==> config.mk <==
export PLATFORM = sky130hd
export DESIGN_NAME = counter_array_two
export DESIGN_NICKNAME = d
export VERILOG_FILES = /design/src/counter_array_two.v
export VERILOG_INCLUDE_DIRS = /design/src /design/src/src
export SDC_FILE = /design/constraint.sdc
export NUM_CORES = 1
export LEC_CHECK = 0
export BUFFER_PORTS_ARGS = -buffer_cell sky130_fd_sc_hd__buf_2
export CORE_MARGIN = 1
export CORE_UTILIZATION = 30
export DETAILED_ROUTE_END_ITERATION = 8
export GPL_TIMING_DRIVEN = 0
export PLACE_DENSITY = 0.58
export SYNTH_ARGS = -nofsm -noshare
export SYNTH_HDL_FRONTEND = slang
export SYNTH_SLANG_ARGS = --single-unit
==> constraint.sdc <==
create_clock -name ref_clk -period 3.3 [get_ports ref_clk]
set_input_delay 0.495 -clock ref_clk [delete_from_list [all_inputs] [get_ports ref_clk]]
set_output_delay 0.495 -clock ref_clk [all_outputs]
set_load 0.01 [all_outputs]
==> src/counter_array_two_consts.vh <==
// Constants for the second counter array control and status block.
// Assumes an SFR bus on one clock, with pages, byte and bit writes.
//
// Overview of operation
// - In 16-bit PWM a compare value of zero keeps the output high, and 0xffff gives one counter clock high in 65536.
// - A module with its comparator enable low never drives its PWM output high.
// - The overflow flag in control bit 7 is set when the counter wraps from 0xffff to 0 and stays set until software clears it.
// - Mode bit 0 set lets a set overflow flag request the interrupt; clear, it requests none.
// - Control bit 6 stops the counter when 0 and lets it advance on each selected timebase event when 1.
// - Modules 6 to 11 each have a control flag that hardware sets on match or capture, never clears, and that may request the interrupt.
// - Mode bit 7 at 0 keeps the array running in CPU idle, at 1 suspends it during idle.
// - Timebase code 000 is system clock / 12, 001 is system clock / 4, 100 is the system clock.
// - Timebase code 010 counts Timer 0 overflows, 110 Timer 4 overflows, 111 Timer 5 overflows.
// - Timebase code 011 counts falling edges of the external count input, which is kept at or below system clock / 4.
// - Timebase code 101 counts the external oscillator divided by 8, synchronised to the system clock.
// - Mode bits 6 to 4 read as zero and ignore writes.
// - The control register is bit-addressable on SFR page 0x10.
// - In 16-bit PWM the output goes high on a compare match and low on counter overflow.
`ifndef COUNTER_ARRAY_TWO_CONSTS_VH
`define COUNTER_ARRAY_TWO_CONSTS_VH
`define SFR_PAGE_ARRAY   8'h10
`define ADDR_CONTROL     8'hd8
`define ADDR_MODE        8'hd9
`define CONTROL_RESET    8'h00
`define MODE_RESET       8'h00
`define BIT_OVERFLOW     3'd7
`define BIT_RUN          3'd6
`define BIT_IDLE_SUSP    7
`define BIT_IRQ_EN       0
`define TB_HI            3
`define TB_LO            1
`define MODE_WR_MASK     8'h8f
`define TB_DIV12         3'b000
`define TB_DIV4          3'b001
`define TB_TIMER0        3'b010
`define TB_EXT_EDGE      3'b011
`define TB_SYSCLK        3'b100
`define TB_EXT_DIV8      3'b101
`define TB_TIMER4        3'b110
`define TB_TIMER5        3'b111
`define DIV12_LAST       4'hb
`define DIV4_LAST        2'h3
`define DIV8_LAST        3'h7
`define COUNT_MAX        16'hffff
`define COUNT_ZERO       16'h0000
`endif

==> src/counter_array_two.v <==
// Counter, timebase, flags and 16-bit PWM outputs of the second array.
// Assumes SFR strobes and all inputs are synchronous to ref_clk, except
// external_count_input and ext_osc_in, which are synchronised here.
`timescale 1ns/1ps
`include "counter_array_two_consts.vh"
module counter_array_two (
  input  wire         ref_clk,
  input  wire         rst,
  input  wire [7:0]   sfr_page,
  input  wire [7:0]   sfr_addr,
  input  wire         sfr_wr,
  input  wire [7:0]   sfr_wdata,
  input  wire         sfr_rd,
  input  wire         sfr_bit_wr,
  input  wire [2:0]   sfr_bit_sel,
  input  wire         sfr_bit_val,
  input  wire         cpu_idle,
  input  wire         timer0_overflow,
  input  wire         timer4_overflow,
  input  wire         timer5_overflow,
  input  wire         external_count_input,
  input  wire         ext_osc_in,
  input  wire [5:0]   comparator_enable,
  input  wire [5:0]   pwm16_enable,
  input  wire [5:0]   match_flag_enable,
  input  wire [5:0]   module_irq_enable,
  input  wire [5:0]   capture_event,
  input  wire [95:0]  module_compare_value,
  output reg  [7:0]   sfr_rdata,
  output reg  [15:0]  count_value,
  output reg  [5:0]   module_output_pin,
  output reg          irq_request
);
  reg  [7:0]  counter_array_control;
  reg  [7:0]  counter_array_mode;
  reg  [3:0]  div12_cnt;
  reg  [1:0]  div4_cnt;
  reg  [2:0]  osc_div_cnt;
  reg         eci_meta;
  reg         eci_sync;
  reg         eci_last;
  reg         osc_meta;
  reg         osc_sync;
  reg         osc_last;
  reg         tick_src;
  reg  [7:0]  next_control;
  reg  [5:0]  match_hit;
  reg  [5:0]  next_out;
  integer     i;

  // Page and address decode shared by both registers
  function sfr_hit;
    input [7:0] page;
    input [7:0] addr;
    input [7:0] target;
    begin
      sfr_hit = (page == `SFR_PAGE_ARRAY) && (addr == target);
    end
  endfunction

  wire        ctl_sel   = sfr_hit(sfr_page, sfr_addr, `ADDR_CONTROL);
  wire        mode_sel  = sfr_hit(sfr_page, sfr_addr, `ADDR_MODE);
  wire        mode_wr   = sfr_wr && mode_sel;
  wire        ctl_rd    = sfr_rd && ctl_sel;
  wire        mode_rd   = sfr_rd && mode_sel;
  wire [2:0]  timebase_select =
                counter_array_mode[`TB_HI:`TB_LO];
  wire        idle_suspend_bit = counter_array_mode[`BIT_IDLE_SUSP];
  wire        overflow_irq_enable = counter_array_mode[`BIT_IRQ_EN];
  wire        counter_run_bit = counter_array_control[`BIT_RUN];
  wire        counter_overflow_flag = counter_array_control[`BIT_OVERFLOW];
  // Suspension freezes prescalers too, so a resumed period is not cut short
  wire        suspended = cpu_idle & idle_suspend_bit;
  wire        div12_hit = (div12_cnt == `DIV12_LAST);
  wire        div4_hit  = (div4_cnt == `DIV4_LAST);
  wire        eci_fall  = eci_last & ~eci_sync;
  wire        osc_rise  = osc_sync & ~osc_last;
  wire        osc_hit   = osc_rise && (osc_div_cnt == `DIV8_LAST);
  wire        tick      = tick_src & counter_run_bit & ~suspended;
  wire        wrap      = tick && (count_value == `COUNT_MAX);
  wire [15:0] next_count = count_value + 16'h0001;
  // Request follows the flags as they stand after this edge
  wire        next_irq  =
                (next_control[`BIT_OVERFLOW] & overflow_irq_enable) |
                (|(next_control[5:0] & module_irq_enable));

  function [15:0] cmp_of;
    input [95:0] vals;
    input integer n;
    begin
      cmp_of = vals[n*16 +: 16];
    end
  endfunction

  // Timebase selection
  always @* begin
    case (timebase_select)
      `TB_DIV12:    tick_src = div12_hit;
      `TB_DIV4:     tick_src = div4_hit;
      `TB_TIMER0:   tick_src = timer0_overflow;
      `TB_EXT_EDGE: tick_src = eci_fall;
      `TB_SYSCLK:   tick_src = 1'b1;
      `TB_EXT_DIV8: tick_src = osc_hit;
      `TB_TIMER4:   tick_src = timer4_overflow;
      `TB_TIMER5:   tick_src = timer5_overflow;
      default:      tick_src = 1'b0;
    endcase
  end

  // Matches and PWM output levels
  always @* begin
    match_hit = 6'h00;
    next_out  = module_output_pin;
    for (i = 0; i < 6; i = i + 1) begin
      if (tick && (next_count == cmp_of(module_compare_value, i)))
        match_hit[i] = comparator_enable[i];
      // Match after a wrap to zero wins over the wrap, giving full high
      if (!comparator_enable[i] || !pwm16_enable[i])
        next_out[i] = 1'b0;
      else if (match_hit[i])
        next_out[i] = 1'b1;
      else if (wrap)
        next_out[i] = 1'b0;
    end
  end

  // Software write first, then hardware sets so a set is never lost
  always @* begin
    next_control = counter_array_control;
    if (sfr_wr && ctl_sel)
      next_control = sfr_wdata;
    else if (sfr_bit_wr && ctl_sel)
      next_control[sfr_bit_sel] = sfr_bit_val;
    if (wrap)
      next_control[`BIT_OVERFLOW] = 1'b1;
    for (i = 0; i < 6; i = i + 1) begin
      if ((match_hit[i] & match_flag_enable[i]) | capture_event[i])
        next_control[i] = 1'b1;
    end
  end

  // Two-stage synchronisers; edges are taken only between settled stages
  always @(posedge ref_clk or posedge rst) begin
    if (rst) begin
      eci_meta <= 1'b1;
      eci_sync <= 1'b1;
      eci_last <= 1'b1;
      osc_meta <= 1'b0;
      osc_sync <= 1'b0;
      osc_last <= 1'b0;
    end else begin
      eci_meta <= external_count_input;
      // Only the second and last stages are read by anything else
      eci_sync <= eci_meta;
      eci_last <= eci_sync;
      osc_meta <= ext_osc_in;
      osc_sync <= osc_meta;
      osc_last <= osc_sync;
    end
  end

  // Prescalers run free but hold their phase while suspended
  always @(posedge ref_clk or posedge rst) begin
    if (rst) begin
      div12_cnt   <= 4'h0;
      div4_cnt    <= 2'h0;
      osc_div_cnt <= 3'h0;
    end else if (!suspended) begin
      div12_cnt <= div12_hit ? 4'h0 : div12_cnt + 4'h1;
      div4_cnt  <= div4_cnt + 2'h1;
      if (osc_rise)
        osc_div_cnt <= osc_div_cnt + 3'h1;
    end
  end

  // Wrap needs no special case; the adder rolls over to zero
  always @(posedge ref_clk or posedge rst) begin
    if (rst)
      count_value <= `COUNT_ZERO;
    else if (tick)
      count_value <= next_count;
  end

  // Mode write masks the unused bits so they always read back as zero
  always @(posedge ref_clk or posedge rst) begin
    if (rst) begin
      counter_array_control <= `CONTROL_RESET;
      counter_array_mode    <= `MODE_RESET;
    end else begin
      counter_array_control <= next_control;
      if (mode_wr)
        counter_array_mode <= sfr_wdata & `MODE_WR_MASK;
    end
  end

  always @(posedge ref_clk or posedge rst) begin
    if (rst) begin
      module_output_pin <= 6'h00;
      irq_request       <= 1'b0;
    end else begin
      module_output_pin <= next_out;
      irq_request       <= next_irq;
    end
  end

  // Read data holds between reads; unmapped reads return zero
  always @(posedge ref_clk or posedge rst) begin
    if (rst)
      sfr_rdata <= 8'h00;
    else if (ctl_rd)
      sfr_rdata <= counter_array_control;
    else if (mode_rd)
      sfr_rdata <= counter_array_mode;
    else if (sfr_rd)
      sfr_rdata <= 8'h00;
  end
endmodule

After elaboration in Yosys (flattened, before gate mapping)
Index checks and enable logic that the tools add are counted.

Flip-flop bits (word level): 59. Output and inout bits: 31. Logic and storage cells: 151.

$add $sub $neg: 4. $lt $le $gt $ge: 2. Eq/ne operators: 20. Multiplexer cells: 36. Bitwise gates (word level): 23. Reduce and logical (&&, ||, !) cells: 45.

Operator list (count): == test 16 bit (6); 2-to-1 mux 8 bit (5); 2-to-1 mux 1 bit (27); nonzero test 3 bit (7); adder 16 x 1 -> 16 bit (second input constant) (1); == test 16 bit (second input constant) (1); == test 8 bit (second input constant) (2); logical AND 1 bit (16); == test 3 bit (second input constant) (5); AND 1 bit (12); zero test 1 bit (12); bitwise mux 8 bit (1); == test 8 x 5 -> 1 bit (second input constant) (1); case mux 1 bit (8 select lines) (1); bitwise OR 1 bit (7); AND 6 bit (1); == test 3 x 2 -> 1 bit (second input constant) (2); logical OR 1 bit (6); OR reduction 6 bit (1); adder 4 x 1 -> 4 bit (second input constant) (1); == test 4 bit (second input constant) (1); less-than comparator 3 x 4 -> 1 bit (second input constant) (1); 2-to-1 mux 4 bit (1); adder 3 x 1 -> 3 bit (second input constant) (1); 9 further kinds (11).

Logic depth before layout (Yosys ltp)
Gate-level depths: netlist (run 1).

Depth after elaboration: 14. Mapped depth: 11. Depth with buffers taken out: 10.

Worst setup path before layout (run 1)
OpenSTA, ideal clock, no wires.

Kind: reg2reg. Start: reg count_value[1]. End: reg irq_request. Arrival time: 2.745 ns. Data required time: 3.231 ns. Setup slack: 0.485 ns. Stages on the path, launching flop included: 12. Path buffers: 2. Clock period less this slack: 2.815 ns. Path through: dfrtp_1 ha_1 buf_2 and3_1 and3_1 clkbuf_1 mux2_2 nor4_1 nand4_1 nor4_1 a41oi_1 nand3_1.

Longest elaborated chain between the ends: 10. Elaborated cells on any way between the ends: 44.

Ends and longest elaborated chain: start: declaration (RTL line counter_array_two.v:30) `output reg [15:0] count_value,`; start signal: assignment (RTL line counter_array_two.v:179) `` count_value <= `COUNT_ZERO; ``; start signal: assignment (RTL line counter_array_two.v:181) `count_value <= next_count;`; adder 16 x 1 -> 16 bit (RTL line counter_array_two.v:81) `wire [15:0] next_count = count_value + 16'h0001;`; == test 16 bit (RTL line counter_array_two.v:115) `if (tick && (next_count == cmp_of(module_compare_value, i)))`; logical AND 1 bit (RTL line counter_array_two.v:115); 2-to-1 mux 1 bit (RTL line counter_array_two.v:115); AND 1 bit (RTL line counter_array_two.v:137) `if ((match_hit[i] & match_flag_enable[i]) | capture_event[i])`; bitwise OR 1 bit (RTL line counter_array_two.v:137); 2-to-1 mux 1 bit (RTL line counter_array_two.v:137); AND 6 bit (RTL line counter_array_two.v:85) `(|(next_control[5:0] & module_irq_enable));`; OR reduction 6 bit (RTL line counter_array_two.v:85); bitwise OR 1 bit * (RTL line counter_array_two.v:84) `` (next_control[`BIT_OVERFLOW] & overflow_irq_enable) | ``; named net next_irq (RTL line counter_array_two.v:83) `wire next_irq =`; end signal: assignment (RTL line counter_array_two.v:202) `irq_request <= next_irq;`; end: declaration (RTL line counter_array_two.v:32) `output reg irq_request`.

Mark *: on every way through the listed nets, which the timed path passes. The rest lies on a longest branch. A chain may end at the register's enable or synchronous reset.

Worst setup path after layout (run 1)
Start: reg count_value[3]. End: reg irq_request.

The elaborated chain is that of the path after synthesis.

==> flow_metrics.tcl, run 1 <==
set metrics [dict create \
    clock_latency_ns 0.34 \
    syn-cell-area_sq_um 5490 \
    power.share.sequential_pct 36.1 \
    power_density_nw_per_um2 302 \
    rr_startpoint "count_value[3]" \
    ys.flop_type "dfrtp_1" \
    layout_common_cells "buf_2, xnor2_1, dfrtp_1" \
    clockBufferDepth 2 \
    worst_pin_slew_ns 0.788 \
    place_inst 1055 \
    port_buffers 193 \
    hold_viol 0 \
    ir_worst_vdd_uv 205 \
    gr-total-overflow 0 \
    p_leak_nw 3.18 \
    cp.buffers_inverters 2 \
    rows 49 \
    synth_edf_count 0 \
    start_util_pct 30.5 \
    rsz0062_at_grt "false" \
    fin_nets 1012 \
    syn2layout_area_growth_pct 32.6 \
    first_pass_iters 5 \
    worst_hold_path_type "primary input to asynchronous set/reset pin" \
    grt-busiest-layer "met2" \
    finalCritPeriodShare_pct 97.7 \
    antenna_found_initial 2 \
    cts_buffers 9 \
    min_period_ns 3.22 \
    async_flop_share_pct 100 \
    grt_use_met2_pct 36.9 \
    dp_hpwl_microns 16400 \
    final_cell_area_sq_um 7270 \
    path_delay_family "simple AND/OR/NAND/NOR gates" \
    skew_ns 0.00898 \
    io_pins 196 \
    yosys_warnings 0 \
    cts_tree "built" \
    die_width_microns 137 \
    critPathArrivalTime_ns 3.49 \
    grt_pass1_wl_microns 30300 \
    status "finished clean" \
    avgViaCountPerCell 5.23 \
    synth_cells 632 \
    die-height_microns 137 \
    core-area_sq_um 18000 \
    die_area_sq_um 18800 \
    stdcell_count 1078 \
    reg2reg_depth 10 \
    cp_slowest_stage_delay_ns 0.61 \
    ys_types 76 \
    grt_max_degree 42 \
    cts_sinks 59 \
    syn_area_per_cell_sq_um 8.68 \
    switching_share_pct 25.3 \
    final_common_cell "buf_2" \
    max_freq_mhz 310 \
    crit_slowest_cell "nor4_1" \
    synth.yosys.seq_area_share_pct 27.0 \
    routedWlPerCell_microns 18.9 \
    crit_type "flop to flop" \
    worstPathRequired_ns 3.57 \
    postCtsHoldBufs 0 \
    max_slew_margin_pct 47.5 \
    cts_root_buf "clkbuf_16" \
    drt_iter0_markers 378 \
    combPwrFrac_pct 17.0 \
    antenna_left 0 \
    pwr-share-clk_pct 46.9 \
    grt_use_met3_pct 3.90 \
    r2r_setup_slack_ns 0.08 \
    place.gp.congestion 0.849 \
    grt_use_met1_pct 28.1 \
    placed_area_sq_um 6760 \
    synth_nets 802 \
    drc 0 \
    cap_violations 0 \
    wl_microns 20400 \
    internal_power_mw 1.64 \
    crit_path_start_kind "flop" \
    synth-seq-cells 59 \
    cp_max_fo 10 \
    path_cells "buf_4 > nand4_2 > clkbuf_1 > or3_1 > a32oi_1 > o2111ai_1 > nor4_1 > nor4b_1 > nor3_1 > nand3_1" \
    report.final.slew_viol_count 0 \
    worst_r2r_endpoint "irq_request" \
    endpoint_kind "flop" \
    grt_use_total_pct 21.9 \
    cts_htree_levels 3 \
    drive_gt1_share_pct 33.9 \
    p_sw_uw 556 \
    clk_pin_slew_worst_paths_ns 0.06 \
    finalSetupViolCount 0 \
    dr_total_vias 5640 \
    grt_pass1_vias 5419 \
]
==> logic make-up (layout without fill, tap and decap cells) <==
logic type	count (synthesis)	count (layout)	share of synthesized area, %
AO/OA/AOI/OAI	127	127	15.6
XOR/XNOR	129	129	22.6
adder cells (fa/ha/maj)	5	5	1.14
buffers and inverters	56	271	4.47
flip-flops	59	59	27.0
multiplexers	22	22	4.40
other	0	2	0
AND/OR/NAND/NOR	234	234	24.8
==> cell usage after synthesis, drive strengths merged, types with 7 or more instances <==
cell type,instances,share of area [%]
dfrtp,56,26
and3,8,0.91
o22ai,7,0.80
clkbuf,17,1.2
buf,19,1.9
a21oi,25,2.3
nand4,16,2.2
nand3,26,2.6
nor4bb,7,1.3
o21ai,34,3.1
nor3,14,1.4
mux2,17,3.5
nand2,53,3.6
xor2,37,6.3
nor3b,7,0.96
nor2,39,2.7
xnor2,86,14
nor4,17,2.9
inv,20,1.4
nand2b,7,0.80
==> worst max path at each step <==
stage,from,end,slack [ns],depth (start not counted)
2_1_floorplan,count_value[1],irq_request,0.49,11
3_3_place_gp,count_value[1],irq_request,-0.67,11
3_5_place_dp,count_value[1],irq_request,-0.69,11
4_1_cts,count_value[1],irq_request,0.02,11
5_1_grt,count_value[4],irq_request,0.007,10
6_report,count_value[3],irq_request,0.08,10
==> metal layers <==
metal	part of all wire, %	wire (microns)
met5	0	0
met1	43	8710
met3	6.7	1370
met2	49	9910
met4	1.8	375
==> stage by stage <==
stage	hold slack [ns]	total power [mW]	setup TNS [ns]	setup slack, ns	utilization [%]
3_5_place_dp	0.345	1.18	-2.80	-0.689	37.6
6_report	0.176	2.20	0	0.0764	40.5
3_3_place_gp	0.337	1.16	-2.63	-0.673	37.5
5_1_grt	0.207	2.30	0	0.00704	40.5
4_1_cts	0.176	2.22	0	0.0199	40.1
2_1_floorplan	0.331	0.988	0	0.485	-
==> area by class of cell <==
class	count	area, sq um
multi-input cells	517	3890
flip-flops and latches	59	1480
clock inverters	4	73.8
fillers	1870	10700
plain buffers	32	160
repair buffers	203	1050
inverters	20	75.1
well taps	229	287
diodes	2	5.00
clock buffers	12	246
==> power by group through the flow <==
| stage | Clock [mW] | Combinational, mW | Sequential [mW] |
|---|---|---|---|
| after global routing | 1.09 | 0.417 | 0.800 |
| after CTS | 1.05 | 0.374 | 0.794 |
| after detailed placement | 0 | 0.370 | 0.805 |
| after floorplan | 0 | 0.191 | 0.798 |
| after global placement | 0 | 0.360 | 0.805 |
| final | 1.03 | 0.373 | 0.793 |
==> worst register-to-register path, stage by stage (launching register included) <==
cell       delay (ns)
dfrtp_1          0.34
buf_4            0.18
nand4_2          0.35
clkbuf_1         0.38
or3_1            0.41
a32oi_1          0.22
o2111ai_1        0.15
nor4_1           0.61
nor4b_1          0.34
nor3_1           0.10
nand3_1          0.08
==> flip-flops by register name, summed over array words and instances, names as in the netlist <==
| signal | count |
|---|---|
| osc_last | 1 |
| counter_array_mode | 5 |
| osc_sync | 1 |
| osc_meta | 1 |
| osc_div_cnt | 3 |
| sfr_rdata | 8 |
| module_output_pin | 6 |
| counter_array_control | 8 |
| eci_meta | 1 |
| eci_last | 1 |
| count_value | 16 |
| div4_cnt | 2 |
| eci_sync | 1 |
| div12_cnt | 4 |
| irq_request | 1 |
==> repair_timing <==
action | CTS | global route
gates cloned | 0 | 0
setup buffers | 8 | 1
gates resized for setup | 14 | 15
pin swaps | 3 | 2
setup endpoints to repair | 9 | 7
No activity file was read; power rests on OpenSTA's default activity.
==> run 2: changes to the inputs <==
--- a/config.mk
+++ b/config.mk
@@ -6,12 +6,14 @@
 export SDC_FILE = /design/constraint.sdc
 export NUM_CORES = 1
 export LEC_CHECK = 0
+export ABC_AREA = 1
 export BUFFER_PORTS_ARGS = -buffer_cell sky130_fd_sc_hd__buf_2
 export CORE_MARGIN = 1
-export CORE_UTILIZATION = 30
+export CORE_UTILIZATION = 41
+export CTS_BUF_LIST = sky130_fd_sc_hd__clkbuf_4 sky130_fd_sc_hd__clkbuf_8
 export DETAILED_ROUTE_END_ITERATION = 8
 export GPL_TIMING_DRIVEN = 0
-export PLACE_DENSITY = 0.58
+export PLACE_DENSITY = 0.74
 export SYNTH_ARGS = -nofsm -noshare
 export SYNTH_HDL_FRONTEND = slang
 export SYNTH_SLANG_ARGS = --single-unit
==> run 2 against run 1 <==
Clock skew increased by 0.0030 ns. Die area decreased by 31%. Via count increased by 8.4%. Largest cell class unchanged.
==> flow_metrics.tcl, run 2 <==
set metrics [dict create \
    wl_microns 17000 \
    cts_root_buf "clkbuf_8" \
    power_density_nw_per_um2 274 \
    critPathArrivalTime_ns 3.06 \
    rr_startpoint "count_value[1]" \
    final_common_cell "nand2_1" \
    syn_area_per_cell_sq_um 5.93 \
    io_pins 196 \
    place.gp.congestion 0.928 \
    port_buffers 195 \
    stdcell_count 1251 \
    grt_use_met3_pct 5.98 \
    cts_tree "built" \
    crit_type "flop to flop" \
    drc 0 \
    grt_use_met1_pct 32.9 \
    die_area_sq_um 13000 \
    status "finished clean" \
    largest-register "count_value" \
    syn-cell-area_sq_um 5150 \
    grt_pass1_vias 5551 \
    cts_htree_levels 3 \
    fin_ws_ns 0.523 \
    worst_hold_path_type "primary input to asynchronous set/reset pin" \
    die-height_microns 114 \
    avgViaCountPerCell 4.89 \
    grt_pass1_wl_microns 26600 \
    synth_cells 868 \
    grt-busiest-layer "met2" \
    dp_slack_ns 0.710 \
    async_flop_share_pct 100 \
    finalCritPeriodShare_pct 84.1 \
    ir_worst_vdd_uv 137 \
    ys_types 41 \
    syn2layout_area_growth_pct 27.4 \
    clk_pin_slew_worst_paths_ns 0.08 \
    ys.flop_type "dfrtp_1" \
    report.final.slew_viol_count 0 \
    skew_ns 0.0120 \
    max_slew_margin_pct 67.1 \
    rsz0062_at_grt "false" \
    cp_max_fo 7 \
    tns_ns 0 \
    top_regs "count_value x16, counter_array_control x8, sfr_rdata x8" \
    drive_gt1_share_pct 23.6 \
    finalSetupViolCount 0 \
    gr-total-overflow 0 \
    endpoint_kind "flop" \
    post_cts_buffers 0 \
    clock_latency_ns 0.35 \
    postCtsHoldBufs 0 \
    synth_top_area_share_pct 27.2 \
    fin_nets 1245 \
    rows 40 \
    first_pass_iters 6 \
    yosysMostFrequentCell "nand2_1" \
    die_width_microns 114 \
    dp_hpwl_microns 13900 \
    grt_use_met2_pct 45.6 \
    synth.yosys.seq_area_share_pct 28.7 \
    cts_sinks 59 \
    r2r_setup_slack_ns 0.52 \
    grt_max_degree 44 \
    drt_iter0_markers 409 \
    dr_total_vias 6116 \
    worstPathRequired_ns 3.59 \
    p_leak_nw 3.77 \
    cts_buffers 9 \
    reg2reg_depth 15 \
    synth-seq-cells 59 \
    fin_util_pct 54.2 \
    yosys_warnings 0 \
    synthTopCellsByCount "nand2_1, inv_1, nand3_1" \
    place_inst 1232 \
    power_mw 1.80 \
    routedWlPerCell_microns 13.6 \
    placed_area_sq_um 6360 \
    final_cell_area_sq_um 6560 \
    min_period_ns 2.78 \
    hold_viol 0 \
    grt_use_total_pct 26.7 \
    clockBufferDepth 2 \
    cts_resized 0 \
    yosys.area.top_type "dfrtp_1" \
    holdWs_ns 0.135 \
    synth_edf_count 0 \
    layout_common_cells "nand2_1, buf_2, inv_1" \
    synth_area_leaders "dfrtp_1, nand2_1, inv_1, nand3_1, nor2_1" \
    core-area_sq_um 12100 \
    worst_r2r_endpoint "irq_request" \
    cap_violations 0 \
    worst_pin_slew_ns 0.494 \
    antenna_left 0 \
    antenna_found_initial 4 \
    synth_nets 1038 \
    start_util_pct 42.5 \
    crit_path_start_kind "flop" \
    largest_reg_flops 16 \
    max_freq_mhz 360 \
]
run 2: worst max path at each step:
| stage | start | to | slack, ns | depth (start not counted) |
|---|---|---|---|---|
| 5_1_grt | count_value[1] | irq_request | 0.36 | 15 |
| 2_1_floorplan | sfr_page[3] | irq_request | 1.26 | 13 |
| 3_3_place_gp | rst | module_output_pin[5] | 0.56 | 2 |
| 4_1_cts | count_value[1] | irq_request | 0.69 | 15 |
| 6_report | count_value[1] | irq_request | 0.52 | 15 |
| 3_5_place_dp | count_value[1] | irq_request | 0.71 | 15 |
run 2: power breakdown:
group	internal (mW)	switching [mW]	leakage, nW
registers	0.764	0.0219	0.742
logic	0.161	0.173	2.93
clock network	0.374	0.307	0.103
total	1.30	0.502	3.77
run 2: routing by layer:
metal | routed length, microns | vias to the layer above
li1 | - | 3146
met3 | 1380 | 31
met2 | 8010 | 240
met4 | 432 | 2
met5 | 13 | -
met1 | 7140 | 2697
run 2: cell families (layout without fill, tap and decap cells):
logic type	count (synthesis)	count (layout)	synth area share (%)
AO/OA/AOI/OAI	63	63	7.12
XOR/XNOR	13	13	2.21
adder cells (fa/ha/maj)	5	5	1.21
buffers and inverters	137	349	10.2
flip-flops	59	59	28.7
multiplexers	7	7	1.53
other	0	3	0
AND/OR/NAND/NOR	584	584	49.0
run 2: cell type report:
type                            count  area (sq um)
Fill cell                        1324          5550
Multi-Input combinational cell    672          3150
Antenna cell                        3          7.51
Sequential cell                    59          1480
Inverter                          131           492
Timing Repair Buffer              196           996
Clock buffer                       11           145
Tap cell                          168           210
Clock inverter                      5          52.6
Buffer                              6          31.3
run 2: critical path, cell delays in order, from the launching register on:
cell and delay [ns]:
dfrtp_1 0.45, ha_1 0.25, nand2_2 0.13, nor2_4 0.22, nand2_1 0.17, o21bai_2 0.26, nand2_2 0.19, nand2_1 0.16
nand3b_1 0.09, nor2_1 0.28, nand4_1 0.18, nand2_1 0.12, nand2_1 0.06, nand2_1 0.05, nor2_1 0.04, nand2_1 0.07
